[config.mk]
export PLATFORM = sky130hd
export DESIGN_NAME = cfr_ports
export DESIGN_NICKNAME = d
export VERILOG_FILES = /design/src/hdl/cfr_pkg.sv /design/src/hdl/cfr_clip_if.sv /design/src/hdl/cfr_peak_clip.sv /design/src/hdl/cfr_ports.sv
export SDC_FILE = /design/constraint.sdc
export NUM_CORES = 2
export LEC_CHECK = 0
export BUFFER_PORTS_ARGS = -buffer_cell sky130_fd_sc_hd__buf_4
export CORE_ASPECT_RATIO = 0.6
export CORE_MARGIN = 2
export CORE_UTILIZATION = 61
export DETAILED_ROUTE_END_ITERATION = 7
export PLACE_DENSITY = 0.83
export SETUP_SLACK_MARGIN = 0.5
export SLEW_MARGIN = 10
export SYNTH_ARGS = -nofsm -noshare
export SYNTH_HDL_FRONTEND = slang
export SYNTH_SLANG_ARGS = --single-unit
[constraint.sdc]
create_clock -name i_clk -period 20.6 [get_ports i_clk]
set_input_delay 1.03 -clock i_clk [delete_from_list [all_inputs] [get_ports i_clk]]
set_output_delay 1.03 -clock i_clk [all_outputs]
set_load 0.02 [all_outputs]
[src/hdl/cfr_pkg.sv]
// shared constants and types of the crest factor reduction port block
package cfr_pkg;

  // antenna slots and control field widths
  localparam int unsigned MAX_ANT     = 4;
  localparam int unsigned SPAN_W      = 5;
  localparam int unsigned BANK_W      = 2;
  localparam int unsigned NUM_BANKS   = 4;
  localparam int unsigned SCALE_W     = 16;
  localparam int unsigned SCALE_FRAC  = 13;
  localparam int unsigned WEIGHT_W    = 8;
  localparam int unsigned WEIGHT_FRAC = 8;
  localparam int unsigned HITCNT_W    = 16;

  // register byte offsets on the avalon slave
  localparam logic [7:0] REG_CLIP    = 8'h00;
  localparam logic [7:0] REG_SPAN    = 8'h04;
  localparam logic [7:0] REG_BANK    = 8'h08;
  localparam logic [7:0] REG_SCALE   = 8'h0C;
  localparam logic [7:0] REG_STATUS  = 8'h10;
  localparam logic [7:0] REG_WEIGHT0 = 8'h20;
  localparam logic [7:0] REG_WSTEP   = 8'h04;

  // status register field positions
  localparam int unsigned STAT_READY_BIT = 0;
  localparam int unsigned STAT_CNT_LSB   = 16;

  // reset values
  localparam logic [SPAN_W-1:0]   SPAN_RST    = 5'h03;
  localparam logic [BANK_W-1:0]   BANK_RST    = 2'h0;
  localparam logic [SCALE_W-1:0]  SCALE_UNITY = 16'h2000;
  localparam logic [WEIGHT_W-1:0] WEIGHT_RST0 = 8'h40;
  localparam logic [WEIGHT_W-1:0] WEIGHT_RST1 = 8'h60;
  localparam logic [WEIGHT_W-1:0] WEIGHT_RST2 = 8'h80;
  localparam logic [WEIGHT_W-1:0] WEIGHT_RST3 = 8'hA0;

  // interleaved output sequencer
  typedef enum logic [1:0] {
    CFR_OUT_IDLE  = 2'b01,
    CFR_OUT_QPEND = 2'b10
  } cfr_out_state_t;

endpackage

[src/hdl/cfr_clip_if.sv]
// carrier between the port logic and the peak clipper
`timescale 1ns/1ps
interface cfr_clip_if #(
  parameter int unsigned IW = 16
);
  import cfr_pkg::*;

  logic                        ce;
  logic                        reinit;
  logic                        in_valid;
  logic signed [IW-1:0]        in_i     [MAX_ANT];
  logic signed [IW-1:0]        in_q     [MAX_ANT];
  logic        [IW-1:0]        clip;
  logic        [SPAN_W-1:0]    span;
  logic        [WEIGHT_W-1:0]  weight;
  logic                        res_valid;
  logic signed [IW-1:0]        res_i    [MAX_ANT];
  logic signed [IW-1:0]        res_q    [MAX_ANT];
  logic                        hit;

  modport ports (
    output ce, reinit, in_valid, in_i, in_q, clip, span, weight,
    input  res_valid, res_i, res_q, hit
  );

  modport clipper (
    input  ce, reinit, in_valid, in_i, in_q, clip, span, weight,
    output res_valid, res_i, res_q, hit
  );
endinterface

[src/hdl/cfr_peak_clip.sv]
// per-antenna peak detector and canceller, one register stage
`timescale 1ns/1ps
module cfr_peak_clip
  import cfr_pkg::*;
#(
  parameter int unsigned IW = 16
) (
  // clock and reset
  input  wire logic  i_clk,
  input  wire logic  i_rst_n,
  // datapath carrier
  cfr_clip_if.clipper bus
);

  logic                 valid_q, valid_d;
  logic                 hit_q, hit_d;
  logic signed [IW-1:0] ri_q [MAX_ANT];
  logic signed [IW-1:0] ri_d [MAX_ANT];
  logic signed [IW-1:0] rq_q [MAX_ANT];
  logic signed [IW-1:0] rq_d [MAX_ANT];
  logic [SPAN_W-1:0]    hold_q [MAX_ANT];
  logic [SPAN_W-1:0]    hold_d [MAX_ANT];

  // magnitude of a two's complement word, one bit wider so the minimum fits
  function automatic logic [IW:0] mag(input logic signed [IW-1:0] v);
    logic signed [IW:0] w;
    w = {v[IW-1], v};
    mag = w[IW] ? $unsigned(-w) : $unsigned(w);
  endfunction

  // shrink a component by weight/256, toward zero
  function automatic logic signed [IW-1:0] cancel(input logic signed [IW-1:0] v,
                                                  input logic [WEIGHT_W-1:0] w);
    logic signed [IW+WEIGHT_W:0] p;
    p = v * $signed({1'b0, w});
    p = p >>> WEIGHT_FRAC;
    cancel = v - p[IW-1:0];
  endfunction

  // next state: amplitude estimate max+min/2 is cheap and never under-reads by more than half an LSB
  always_comb begin
    logic [IW:0]   ai;
    logic [IW:0]   aq;
    logic [IW+1:0] est;
    logic          any;
    ai      = '0;
    aq      = '0;
    est     = '0;
    any     = 1'b0;
    valid_d = valid_q;
    hit_d   = hit_q;
    ri_d    = ri_q;
    rq_d    = rq_q;
    hold_d  = hold_q;
    if (bus.reinit) begin
      valid_d = 1'b0;
      hit_d   = 1'b0;
      for (int a = 0; a < MAX_ANT; a++) begin
        ri_d[a]   = '0;
        rq_d[a]   = '0;
        hold_d[a] = '0;
      end
    end else begin
      valid_d = bus.in_valid;
      hit_d   = 1'b0;
      if (bus.in_valid) begin
        for (int a = 0; a < MAX_ANT; a++) begin
          ai  = mag(bus.in_i[a]);
          aq  = mag(bus.in_q[a]);
          est = (ai > aq) ? ({1'b0, ai} + {2'b00, aq[IW:1]})
                          : ({1'b0, aq} + {2'b00, ai[IW:1]});
          // peaks above the threshold are cancelled
          if (est > {2'b00, bus.clip} && hold_q[a] == '0) begin
            ri_d[a]   = cancel(bus.in_i[a], bus.weight);
            rq_d[a]   = cancel(bus.in_q[a], bus.weight);
            hold_d[a] = bus.span;
            any       = 1'b1;
          end else begin
            // inside the window only the first peak is treated
            ri_d[a] = bus.in_i[a];
            rq_d[a] = bus.in_q[a];
            if (hold_q[a] != '0) begin
              hold_d[a] = hold_q[a] - 1'b1;
            end
          end
        end
        hit_d = any;
      end
    end
  end

  // registers; a low enable freezes everything
  always_ff @(posedge i_clk or negedge i_rst_n) begin
    if (!i_rst_n) begin
      valid_q <= 1'b0;
      hit_q   <= 1'b0;
      for (int a = 0; a < MAX_ANT; a++) begin
        ri_q[a]   <= '0;
        rq_q[a]   <= '0;
        hold_q[a] <= '0;
      end
    end else if (bus.ce) begin
      valid_q <= valid_d;
      hit_q   <= hit_d;
      ri_q    <= ri_d;
      rq_q    <= rq_d;
      hold_q  <= hold_d;
    end
  end

  assign bus.res_valid = valid_q;
  assign bus.res_i     = ri_q;
  assign bus.res_q     = rq_q;
  assign bus.hit       = hit_q;

endmodule

[src/hdl/cfr_ports.sv]
// top of the crest factor reduction ports: stream in/out, controls, registers
`timescale 1ns/1ps
module cfr_ports
  import cfr_pkg::*;
#(
  parameter int unsigned NUM_ANT    = 1,
  parameter int unsigned IW         = 16,
  parameter int unsigned OW         = 16,
  parameter bit          IN_SPLIT   = 1'b1,
  parameter bit          OUT_SPLIT  = 1'b1,
  parameter bit          USE_CE     = 1'b0,
  parameter bit          USE_REINIT = 1'b0,
  parameter bit          USE_LIVE   = 1'b0
) (
  // clock, enable and resets
  input  wire logic                 i_clk,
  input  wire logic                 i_rst_n,
  input  wire logic                 i_srst,
  input  wire logic                 i_ce,
  input  wire logic                 i_sync_reinit,
  // input stream
  input  wire logic                 i_input_valid,
  input  wire logic                 i_input_i_marker,
  input  wire logic signed [IW-1:0] i_antenna_i_in           [MAX_ANT],
  input  wire logic signed [IW-1:0] i_antenna_q_in           [MAX_ANT],
  input  wire logic signed [IW-1:0] i_antenna_interleaved_in [MAX_ANT],
  output logic                      o_ready_for_input,
  // live controls
  input  wire logic [IW-1:0]        i_clip_level,
  input  wire logic [SPAN_W-1:0]    i_peak_search_span,
  input  wire logic [BANK_W-1:0]    i_coefficient_bank_choice,
  input  wire logic [SCALE_W-1:0]   i_output_scale,
  // output stream
  output logic                      o_output_valid,
  output logic                      o_output_i_marker,
  output logic signed [OW-1:0]      o_antenna_i_out           [MAX_ANT],
  output logic signed [OW-1:0]      o_antenna_q_out           [MAX_ANT],
  output logic signed [OW-1:0]      o_antenna_interleaved_out [MAX_ANT],
  // avalon-mm register slave
  input  wire logic [7:0]           i_avs_address,
  input  wire logic                 i_avs_read,
  input  wire logic                 i_avs_write,
  input  wire logic [31:0]          i_avs_writedata,
  input  wire logic [3:0]           i_avs_byteenable,
  output logic [31:0]               o_avs_readdata,
  output logic                      o_avs_waitrequest
);

  // effective optional controls
  logic ce;
  logic reinit;
  assign ce     = USE_CE ? i_ce : 1'b1;
  assign reinit = i_srst | (USE_REINIT ? i_sync_reinit : 1'b0);

  cfr_clip_if #(.IW(IW)) clip_bus ();

  // ------------------------------------------------------------------
  // register file
  logic                 ack_q, ack_d;
  logic [31:0]          rdata_q, rdata_d;
  logic [IW-1:0]        clip_q, clip_d;
  logic [SPAN_W-1:0]    span_q, span_d;
  logic [BANK_W-1:0]    bank_q, bank_d;
  logic [SCALE_W-1:0]   scale_q, scale_d;
  logic [WEIGHT_W-1:0]  weight_q [NUM_BANKS];
  logic [WEIGHT_W-1:0]  weight_d [NUM_BANKS];
  logic [HITCNT_W-1:0]  hits_q, hits_d;
  logic                 req;
  logic                 ready;

  // byte-lane merge of a write into an existing word
  function automatic logic [31:0] be_merge(input logic [31:0] old, input logic [31:0] nw,
                                           input logic [3:0] be);
    for (int b = 0; b < 4; b++) begin
      old[b*8 +: 8] = be[b] ? nw[b*8 +: 8] : old[b*8 +: 8];
    end
    be_merge = old;
  endfunction

  // zero-extend a narrow field to a bus word
  function automatic logic [31:0] zx(input logic [31:0] v, input int unsigned w);
    zx = v & ((32'h0000_0001 << w) - 32'h0000_0001);
  endfunction

  assign req               = i_avs_read | i_avs_write;
  // one wait state: the request is taken on the edge where ack_q is high
  assign o_avs_waitrequest = req & ~(ack_q & ce);  // a frozen edge must not look like an accept
  assign o_avs_readdata    = rdata_q;

  always_comb begin
    logic [31:0] wv;
    wv       = '0;
    ack_d    = req & ~ack_q;
    rdata_d  = rdata_q;
    clip_d   = clip_q;
    span_d   = span_q;
    bank_d   = bank_q;
    scale_d  = scale_q;
    weight_d = weight_q;
    // a detected peak counts even during a software read of the counter
    hits_d   = clip_bus.hit ? hits_q + 1'b1 : hits_q;
    if (req && !ack_q && i_avs_read) begin
      unique case (i_avs_address)
        REG_CLIP:   rdata_d = zx(32'(clip_q), IW);
        REG_SPAN:   rdata_d = zx(32'(span_q), SPAN_W);
        REG_BANK:   rdata_d = zx(32'(bank_q), BANK_W);
        REG_SCALE:  rdata_d = zx(32'(scale_q), SCALE_W);
        REG_STATUS: rdata_d = (32'(hits_q) << STAT_CNT_LSB) |
                              (32'(ready) << STAT_READY_BIT);
        default: begin
          rdata_d = '0;
          for (int k = 0; k < NUM_BANKS; k++) begin
            if (i_avs_address == REG_WEIGHT0 + 8'(k) * REG_WSTEP) begin
              rdata_d = zx(32'(weight_q[k]), WEIGHT_W);
            end
          end
        end
      endcase
    end
    if (req && ack_q && i_avs_write) begin
      // writes to unmapped or read-only words are dropped
      unique case (i_avs_address)
        REG_CLIP: begin
          wv     = be_merge(zx(32'(clip_q), IW), i_avs_writedata, i_avs_byteenable);
          clip_d = wv[IW-1:0];
        end
        REG_SPAN: begin
          wv     = be_merge(zx(32'(span_q), SPAN_W), i_avs_writedata, i_avs_byteenable);
          span_d = wv[SPAN_W-1:0];
        end
        REG_BANK: begin
          wv     = be_merge(zx(32'(bank_q), BANK_W), i_avs_writedata, i_avs_byteenable);
          bank_d = wv[BANK_W-1:0];
        end
        REG_SCALE: begin
          wv      = be_merge(zx(32'(scale_q), SCALE_W), i_avs_writedata, i_avs_byteenable);
          scale_d = wv[SCALE_W-1:0];
        end
        default: begin
          for (int k = 0; k < NUM_BANKS; k++) begin
            if (i_avs_address == REG_WEIGHT0 + 8'(k) * REG_WSTEP) begin
              wv = be_merge(zx(32'(weight_q[k]), WEIGHT_W), i_avs_writedata,
                            i_avs_byteenable);
              weight_d[k] = wv[WEIGHT_W-1:0];
            end
          end
        end
      endcase
    end
    // software settings survive a datapath reinit; only i_srst or the asynchronous i_rst_n clears them
    if (i_srst) begin
      ack_d    = 1'b0;
      rdata_d  = '0;
      clip_d   = '1;
      span_d   = SPAN_RST;
      bank_d   = BANK_RST;
      scale_d  = SCALE_UNITY;
      weight_d = '{WEIGHT_RST0, WEIGHT_RST1, WEIGHT_RST2, WEIGHT_RST3};
      hits_d   = '0;
    end else if (reinit) begin
      hits_d = '0;
    end
  end

  always_ff @(posedge i_clk or negedge i_rst_n) begin
    if (!i_rst_n) begin
      ack_q    <= 1'b0;
      rdata_q  <= '0;
      clip_q   <= '1;
      span_q   <= SPAN_RST;
      bank_q   <= BANK_RST;
      scale_q  <= SCALE_UNITY;
      weight_q <= '{WEIGHT_RST0, WEIGHT_RST1, WEIGHT_RST2, WEIGHT_RST3};
      hits_q   <= '0;
    end else if (ce) begin
      ack_q    <= ack_d;
      rdata_q  <= rdata_d;
      clip_q   <= clip_d;
      span_q   <= span_d;
      bank_q   <= bank_d;
      scale_q  <= scale_d;
      weight_q <= weight_d;
      hits_q   <= hits_d;
    end
  end

  // live inputs take over from the registers when built in
  logic [IW-1:0]      clip_use;
  logic [SPAN_W-1:0]  span_use;
  logic [BANK_W-1:0]  bank_use;
  logic [SCALE_W-1:0] scale_use;
  assign clip_use  = USE_LIVE ? i_clip_level              : clip_q;
  assign span_use  = USE_LIVE ? i_peak_search_span        : span_q;
  assign bank_use  = USE_LIVE ? i_coefficient_bank_choice : bank_q;
  assign scale_use = USE_LIVE ? i_output_scale            : scale_q;

  // ------------------------------------------------------------------
  // input capture: pairs I/Q into one word per antenna
  logic                 pv_q, pv_d;
  logic                 have_i_q, have_i_d;
  logic                 thr_q, thr_d;
  logic signed [IW-1:0] pi_q [MAX_ANT];
  logic signed [IW-1:0] pi_d [MAX_ANT];
  logic signed [IW-1:0] pq_q [MAX_ANT];
  logic signed [IW-1:0] pq_d [MAX_ANT];
  logic                 take;

  // split in, interleaved out needs two output cycles per pair, so throttle
  assign ready             = (IN_SPLIT && !OUT_SPLIT) ? ~thr_q : 1'b1;
  assign o_ready_for_input = ready;
  assign take              = i_input_valid & ready;

  always_comb begin
    pv_d     = 1'b0;
    have_i_d = have_i_q;
    thr_d    = 1'b0;
    pi_d     = pi_q;
    pq_d     = pq_q;
    if (reinit) begin
      have_i_d = 1'b0;
      for (int a = 0; a < MAX_ANT; a++) begin
        pi_d[a] = '0;
        pq_d[a] = '0;
      end
    end else if (take) begin
      if (IN_SPLIT) begin
        pi_d  = i_antenna_i_in;
        pq_d  = i_antenna_q_in;
        pv_d  = 1'b1;
        thr_d = 1'b1;
      end else if (i_input_i_marker) begin
        // a second I word replaces an unpaired first one
        pi_d     = i_antenna_interleaved_in;
        have_i_d = 1'b1;
      end else if (have_i_q) begin
        // a Q word with no I before it is dropped
        pq_d     = i_antenna_interleaved_in;
        pv_d     = 1'b1;
        have_i_d = 1'b0;
      end
    end
    // antennas beyond the configured count stay at zero
    for (int a = NUM_ANT; a < MAX_ANT; a++) begin
      pi_d[a] = '0;
      pq_d[a] = '0;
    end
  end

  always_ff @(posedge i_clk or negedge i_rst_n) begin
    if (!i_rst_n) begin
      pv_q     <= 1'b0;
      have_i_q <= 1'b0;
      thr_q    <= 1'b0;
      for (int a = 0; a < MAX_ANT; a++) begin
        pi_q[a] <= '0;
        pq_q[a] <= '0;
      end
    end else if (ce) begin
      pv_q     <= pv_d;
      have_i_q <= have_i_d;
      thr_q    <= thr_d;
      pi_q     <= pi_d;
      pq_q     <= pq_d;
    end
  end

  // clipper hookup
  assign clip_bus.ce       = ce;
  assign clip_bus.reinit   = reinit;
  assign clip_bus.in_valid = pv_q;
  assign clip_bus.in_i     = pi_q;
  assign clip_bus.in_q     = pq_q;
  assign clip_bus.clip     = clip_use;
  assign clip_bus.span     = span_use;
  assign clip_bus.weight   = weight_q[bank_use];

  cfr_peak_clip #(.IW(IW)) u_clip (
    .i_clk   (i_clk),
    .i_rst_n (i_rst_n),
    .bus     (clip_bus.clipper)
  );

  // ------------------------------------------------------------------
  // output gain with saturation to the output width
  function automatic logic signed [OW-1:0] scale_sat(input logic signed [IW-1:0] x,
                                                     input logic [SCALE_W-1:0] g);
    logic signed [IW+SCALE_W-1:0] p;
    logic signed [IW+SCALE_W-1:0] hi;
    hi = $signed({{(IW+SCALE_W-OW+1){1'b0}}, {(OW-1){1'b1}}});
    p  = x * $signed(g);
    p  = p >>> SCALE_FRAC;
    if (p > hi) begin
      scale_sat = hi[OW-1:0];
    end else if (p < -hi - 1) begin
      scale_sat = ~hi[OW-1:0];
    end else begin
      scale_sat = p[OW-1:0];
    end
  endfunction

  cfr_out_state_t       ost_q, ost_d;
  logic                 ov_q, ov_d;
  logic                 om_q, om_d;
  logic signed [OW-1:0] oi_q  [MAX_ANT];
  logic signed [OW-1:0] oi_d  [MAX_ANT];
  logic signed [OW-1:0] oq_q  [MAX_ANT];
  logic signed [OW-1:0] oq_d  [MAX_ANT];
  logic signed [OW-1:0] ol_q  [MAX_ANT];
  logic signed [OW-1:0] ol_d  [MAX_ANT];
  logic signed [OW-1:0] qh_q  [MAX_ANT];
  logic signed [OW-1:0] qh_d  [MAX_ANT];

  // output sequencer; valid only rises with a fresh result
  always_comb begin
    ost_d = ost_q;
    ov_d  = 1'b0;
    om_d  = 1'b0;
    oi_d  = oi_q;
    oq_d  = oq_q;
    ol_d  = ol_q;
    qh_d  = qh_q;
    if (reinit) begin
      ost_d = CFR_OUT_IDLE;
      for (int a = 0; a < MAX_ANT; a++) begin
        oi_d[a] = '0;
        oq_d[a] = '0;
        ol_d[a] = '0;
        qh_d[a] = '0;
      end
    end else if (OUT_SPLIT) begin
      if (clip_bus.res_valid) begin
        for (int a = 0; a < NUM_ANT; a++) begin
          oi_d[a] = scale_sat(clip_bus.res_i[a], scale_use);
          oq_d[a] = scale_sat(clip_bus.res_q[a], scale_use);
        end
        ov_d = 1'b1;
      end
    end else begin
      unique case (ost_q)
        CFR_OUT_IDLE: begin
          if (clip_bus.res_valid) begin
            for (int a = 0; a < NUM_ANT; a++) begin
              ol_d[a] = scale_sat(clip_bus.res_i[a], scale_use);
              qh_d[a] = scale_sat(clip_bus.res_q[a], scale_use);
            end
            ov_d  = 1'b1;
            om_d  = 1'b1;
            ost_d = CFR_OUT_QPEND;
          end
        end
        CFR_OUT_QPEND: begin
          ol_d  = qh_q;
          ov_d  = 1'b1;
          om_d  = 1'b0;
          ost_d = CFR_OUT_IDLE;
        end
      endcase
    end
  end

  always_ff @(posedge i_clk or negedge i_rst_n) begin
    if (!i_rst_n) begin
      ost_q <= CFR_OUT_IDLE;
      ov_q  <= 1'b0;
      om_q  <= 1'b0;
      for (int a = 0; a < MAX_ANT; a++) begin
        oi_q[a] <= '0;
        oq_q[a] <= '0;
        ol_q[a] <= '0;
        qh_q[a] <= '0;
      end
    end else if (ce) begin
      ost_q <= ost_d;
      ov_q  <= ov_d;
      om_q  <= om_d;
      oi_q  <= oi_d;
      oq_q  <= oq_d;
      ol_q  <= ol_d;
      qh_q  <= qh_d;
    end
  end

  assign o_output_valid            = ov_q;
  assign o_output_i_marker         = om_q;
  assign o_antenna_i_out           = oi_q;
  assign o_antenna_q_out           = oq_q;
  assign o_antenna_interleaved_out = ol_q;

endmodule

==> flow_metrics.py <==
metrics = {
    "timing": {
        "rsz0062_at_grt": "false",
        "setup_ws_ns": 11.98,
        "fin_crit_sh": 0.418,
        "finalHoldViolCount": 0,
        "finalMaxSlewViolations": 0,
        "slew_headroom": 0.186,
        "layout_min_cycle_time_ns": 8.62,
        "fmax_mhz": 116,
        "setup_viol": 0,
        "fin_hold_ws_ns": 0.472,
        "tightest_slew_ns": 1.21,
        "fin_worst_skew_ns": 0.0478,
        "setup_tns_ns": 0,
    },
    "worst_hold_path": {
        "min_path_type": "primary input to async pin",
    },
    "power": {
        "p_leak_nw": 23.5,
        "power_mw": 1.78,
        "power_density_mw_per_mm2": 39.7,
        "peakVddDrop_v": 0.0000656,
    },
    "global_route": {
        "antenna_found_initial": 2,
        "grt_pass1_wl_mm": 182,
        "gr-total-overflow": 0,
        "grt_use_total": 0.312,
        "grt_start_max_net_pins": 103,
        "grt_pass1_vias": 34100,
    },
    "clocking": {
        "clkLatencyLatePin_ns": 0.63,
        "cts_resized": 0,
        "cts_setup_buffers": 0,
        "cts_buffers": 25,
        "cts_sinks": 225,
        "cts_tree": "yes",
        "holdBufCountCts": 0,
        "clockBufferDepth": 3,
        "cts-htree-levels": 1,
        "clk_pin_slew_worst_paths_ns": 0.07,
        "root_buffer": "clkbuf_16",
    },
    "worst_setup_path": {
        "crit_fanout": 32,
        "critPathSlowestCell": "mux4_2",
        "path_class": "flip-flop to flip-flop",
        "cp_common_cell": "fa_1",
        "cp-end-kind": "flip-flop",
        "arrival_ns": 9.15,
        "cp_num_buf_inv": 2,
        "cp_top_family": "adder cells",
        "slowest_delay_ns": 0.92,
        "start_kind": "flip-flop",
        "cp.required_ns": 21.13,
    },
    "logic_synthesis": {
        "synth_edf_count": 0,
        "ys.flop_type": "dfrtp_1",
        "syn_area_mm2": 0.0430,
        "synth_top_area_frac": 0.337,
        "async_reset_ff_frac": 1.00,
        "ys_top_cells_by_area": "fa_1, dfrtp_1, ha_1, inv_1, and2_1",
        "ys_ff_latch": 225,
        "synth_cell_types": 89,
        "syn_inst": 4813,
        "syn_avg_cell_area_um2": 8.94,
        "yosys_warnings": 0,
        "yosys.area.top_type": "fa_1",
        "seq_area_frac_synth": 0.132,
    },
    "layout": {
        "drive_gt1_frac": 0.0578,
        "nets": 6144,
        "fin_area_mm2": 0.0449,
        "instances_no_fill": 5737,
        "area_growth_syn_to_layout_pct": 4.37,
        "final_common_cell": "inv_1",
        "fin_util": 0.643,
        "final_cell_mix": "inv_1, fa_1, nand2_1, and2_1, ha_1",
    },
    "drt": {
        "antenna_left": 0,
        "drc": 0,
        "dr.first_iter.drc_count": 3232,
        "wl_per_cell_um": 19.1,
        "routed_wl_mm": 110,
        "vias": 32900,
        "dr.pass1.iters": 6,
        "viasPerCell": 5.73,
    },
    "run_status": {
        "outcome": "finished clean",
    },
    "die": {
        "io_pins": 512,
        "die-area_mm2": 0.0728,
        "chipWidth_um": 347,
        "rows": 75,
        "die_y_um": 210,
        "start_util": 0.616,
        "core_area_mm2": 0.0698,
    },
    "place": {
        "hpwlAfterDp_mm": 83.7,
        "gp_congestion": 0.973,
        "placed_cell_area_mm2": 0.0441,
        "post-place-ws_ns": 12.09,
        "port_buffers": 129,
        "dp.cells": 5690,
    },
    "flow_run": {
        "cap_violations": 0,
    },
}
layout make-up:
class	instances	area (um^2)
Antenna cell	1	2.50
Clock buffer	31	688
Clock inverter	15	175
Fill cell	5624	24900
Inverter	918	3450
Multi-Input combinational cell	3458	32500
Sequential cell	225	5660
Tap cell	924	1160
Timing Repair Buffer	165	1250
where the power goes:
group          switching, mW  leakage, nW  internal (mW)
registers             0.0641         2.98          0.467
logic                  0.470         20.1          0.286
clock network          0.228        0.424          0.268
cells by family (layout without fill, tap and decap cells):
logic type,Yosys count,after routing,synth area share
AND/OR/NAND/NOR,1407,1407,0.159
buffers and inverters,1294,1129,0.127
adder cells (fa/ha/maj),1067,1067,0.436
AO/OA/AOI/OAI,568,568,0.0891
flip-flops,225,225,0.132
XOR/XNOR,175,175,0.0362
multiplexers,75,75,0.0201
other,2,167,0.000174
layer usage:
metal | up-vias | wire length (um) | global-route usage
met5 | - | 0 | 0
met4 | 0 | 2470 | 0.0688
met3 | 177 | 12100 | 0.0642
met2 | 1749 | 47900 | 0.476
met1 | 16300 | 47200 | 0.462
li1 | 14600 | - | -
synthesized netlist by cell type, drive strengths merged (5+ instances only):
| cell | count |
|---|---|
| nor4 | 9 |
| nor2b | 17 |
| a21oi | 145 |
| a311oi | 24 |
| and3 | 19 |
| or3 | 15 |
| o21bai | 19 |
| xor2 | 60 |
| o41ai | 9 |
| buf | 172 |
| a21o | 40 |
| a211oi | 22 |
| nor3 | 54 |
| inv | 917 |
| nand4 | 28 |
| dfstp | 25 |
| a221oi | 10 |
| fa | 724 |
| a2111oi | 5 |
| a22o | 39 |
| and2 | 402 |
| o21ai | 118 |
| clkbuf | 204 |
| mux4 | 8 |
| a31oi | 14 |
| nand2b | 22 |
| mux2i | 63 |
| or2 | 10 |
| a21boi | 5 |
| nand3b | 5 |
| o311ai | 6 |
| o31ai | 19 |
| nand3 | 53 |
| and4 | 7 |
| xnor2 | 113 |
| dfrtp | 200 |
| nand2 | 542 |
| a22oi | 27 |
| ha | 343 |
| a211o | 8 |
| o21a | 19 |
| nor2 | 211 |
| o211ai | 8 |
worst paths after layout:
kind | slack [ns] | start | cells past startpoint | endpoint
worst max-delay path | 11.98 | bank_q[0] | 26 | u_clip.bus.res_i[63]
worst min-delay path | 0.47 | i_rst_n | 1 | o_antenna_q_out[52]
worst max register to register | 11.98 | bank_q[0] | 26 | u_clip.bus.res_i[63]
worst min register to register | 0.48 | scale_q[13] | 2 | scale_q[13]
max in group asynchronous | 17.84 | i_rst_n | 3 | clip_bus.in_valid
min in group i_clk | 0.48 | scale_q[13] | 2 | scale_q[13]
Note: power is estimated with default switching activity, not from simulation.
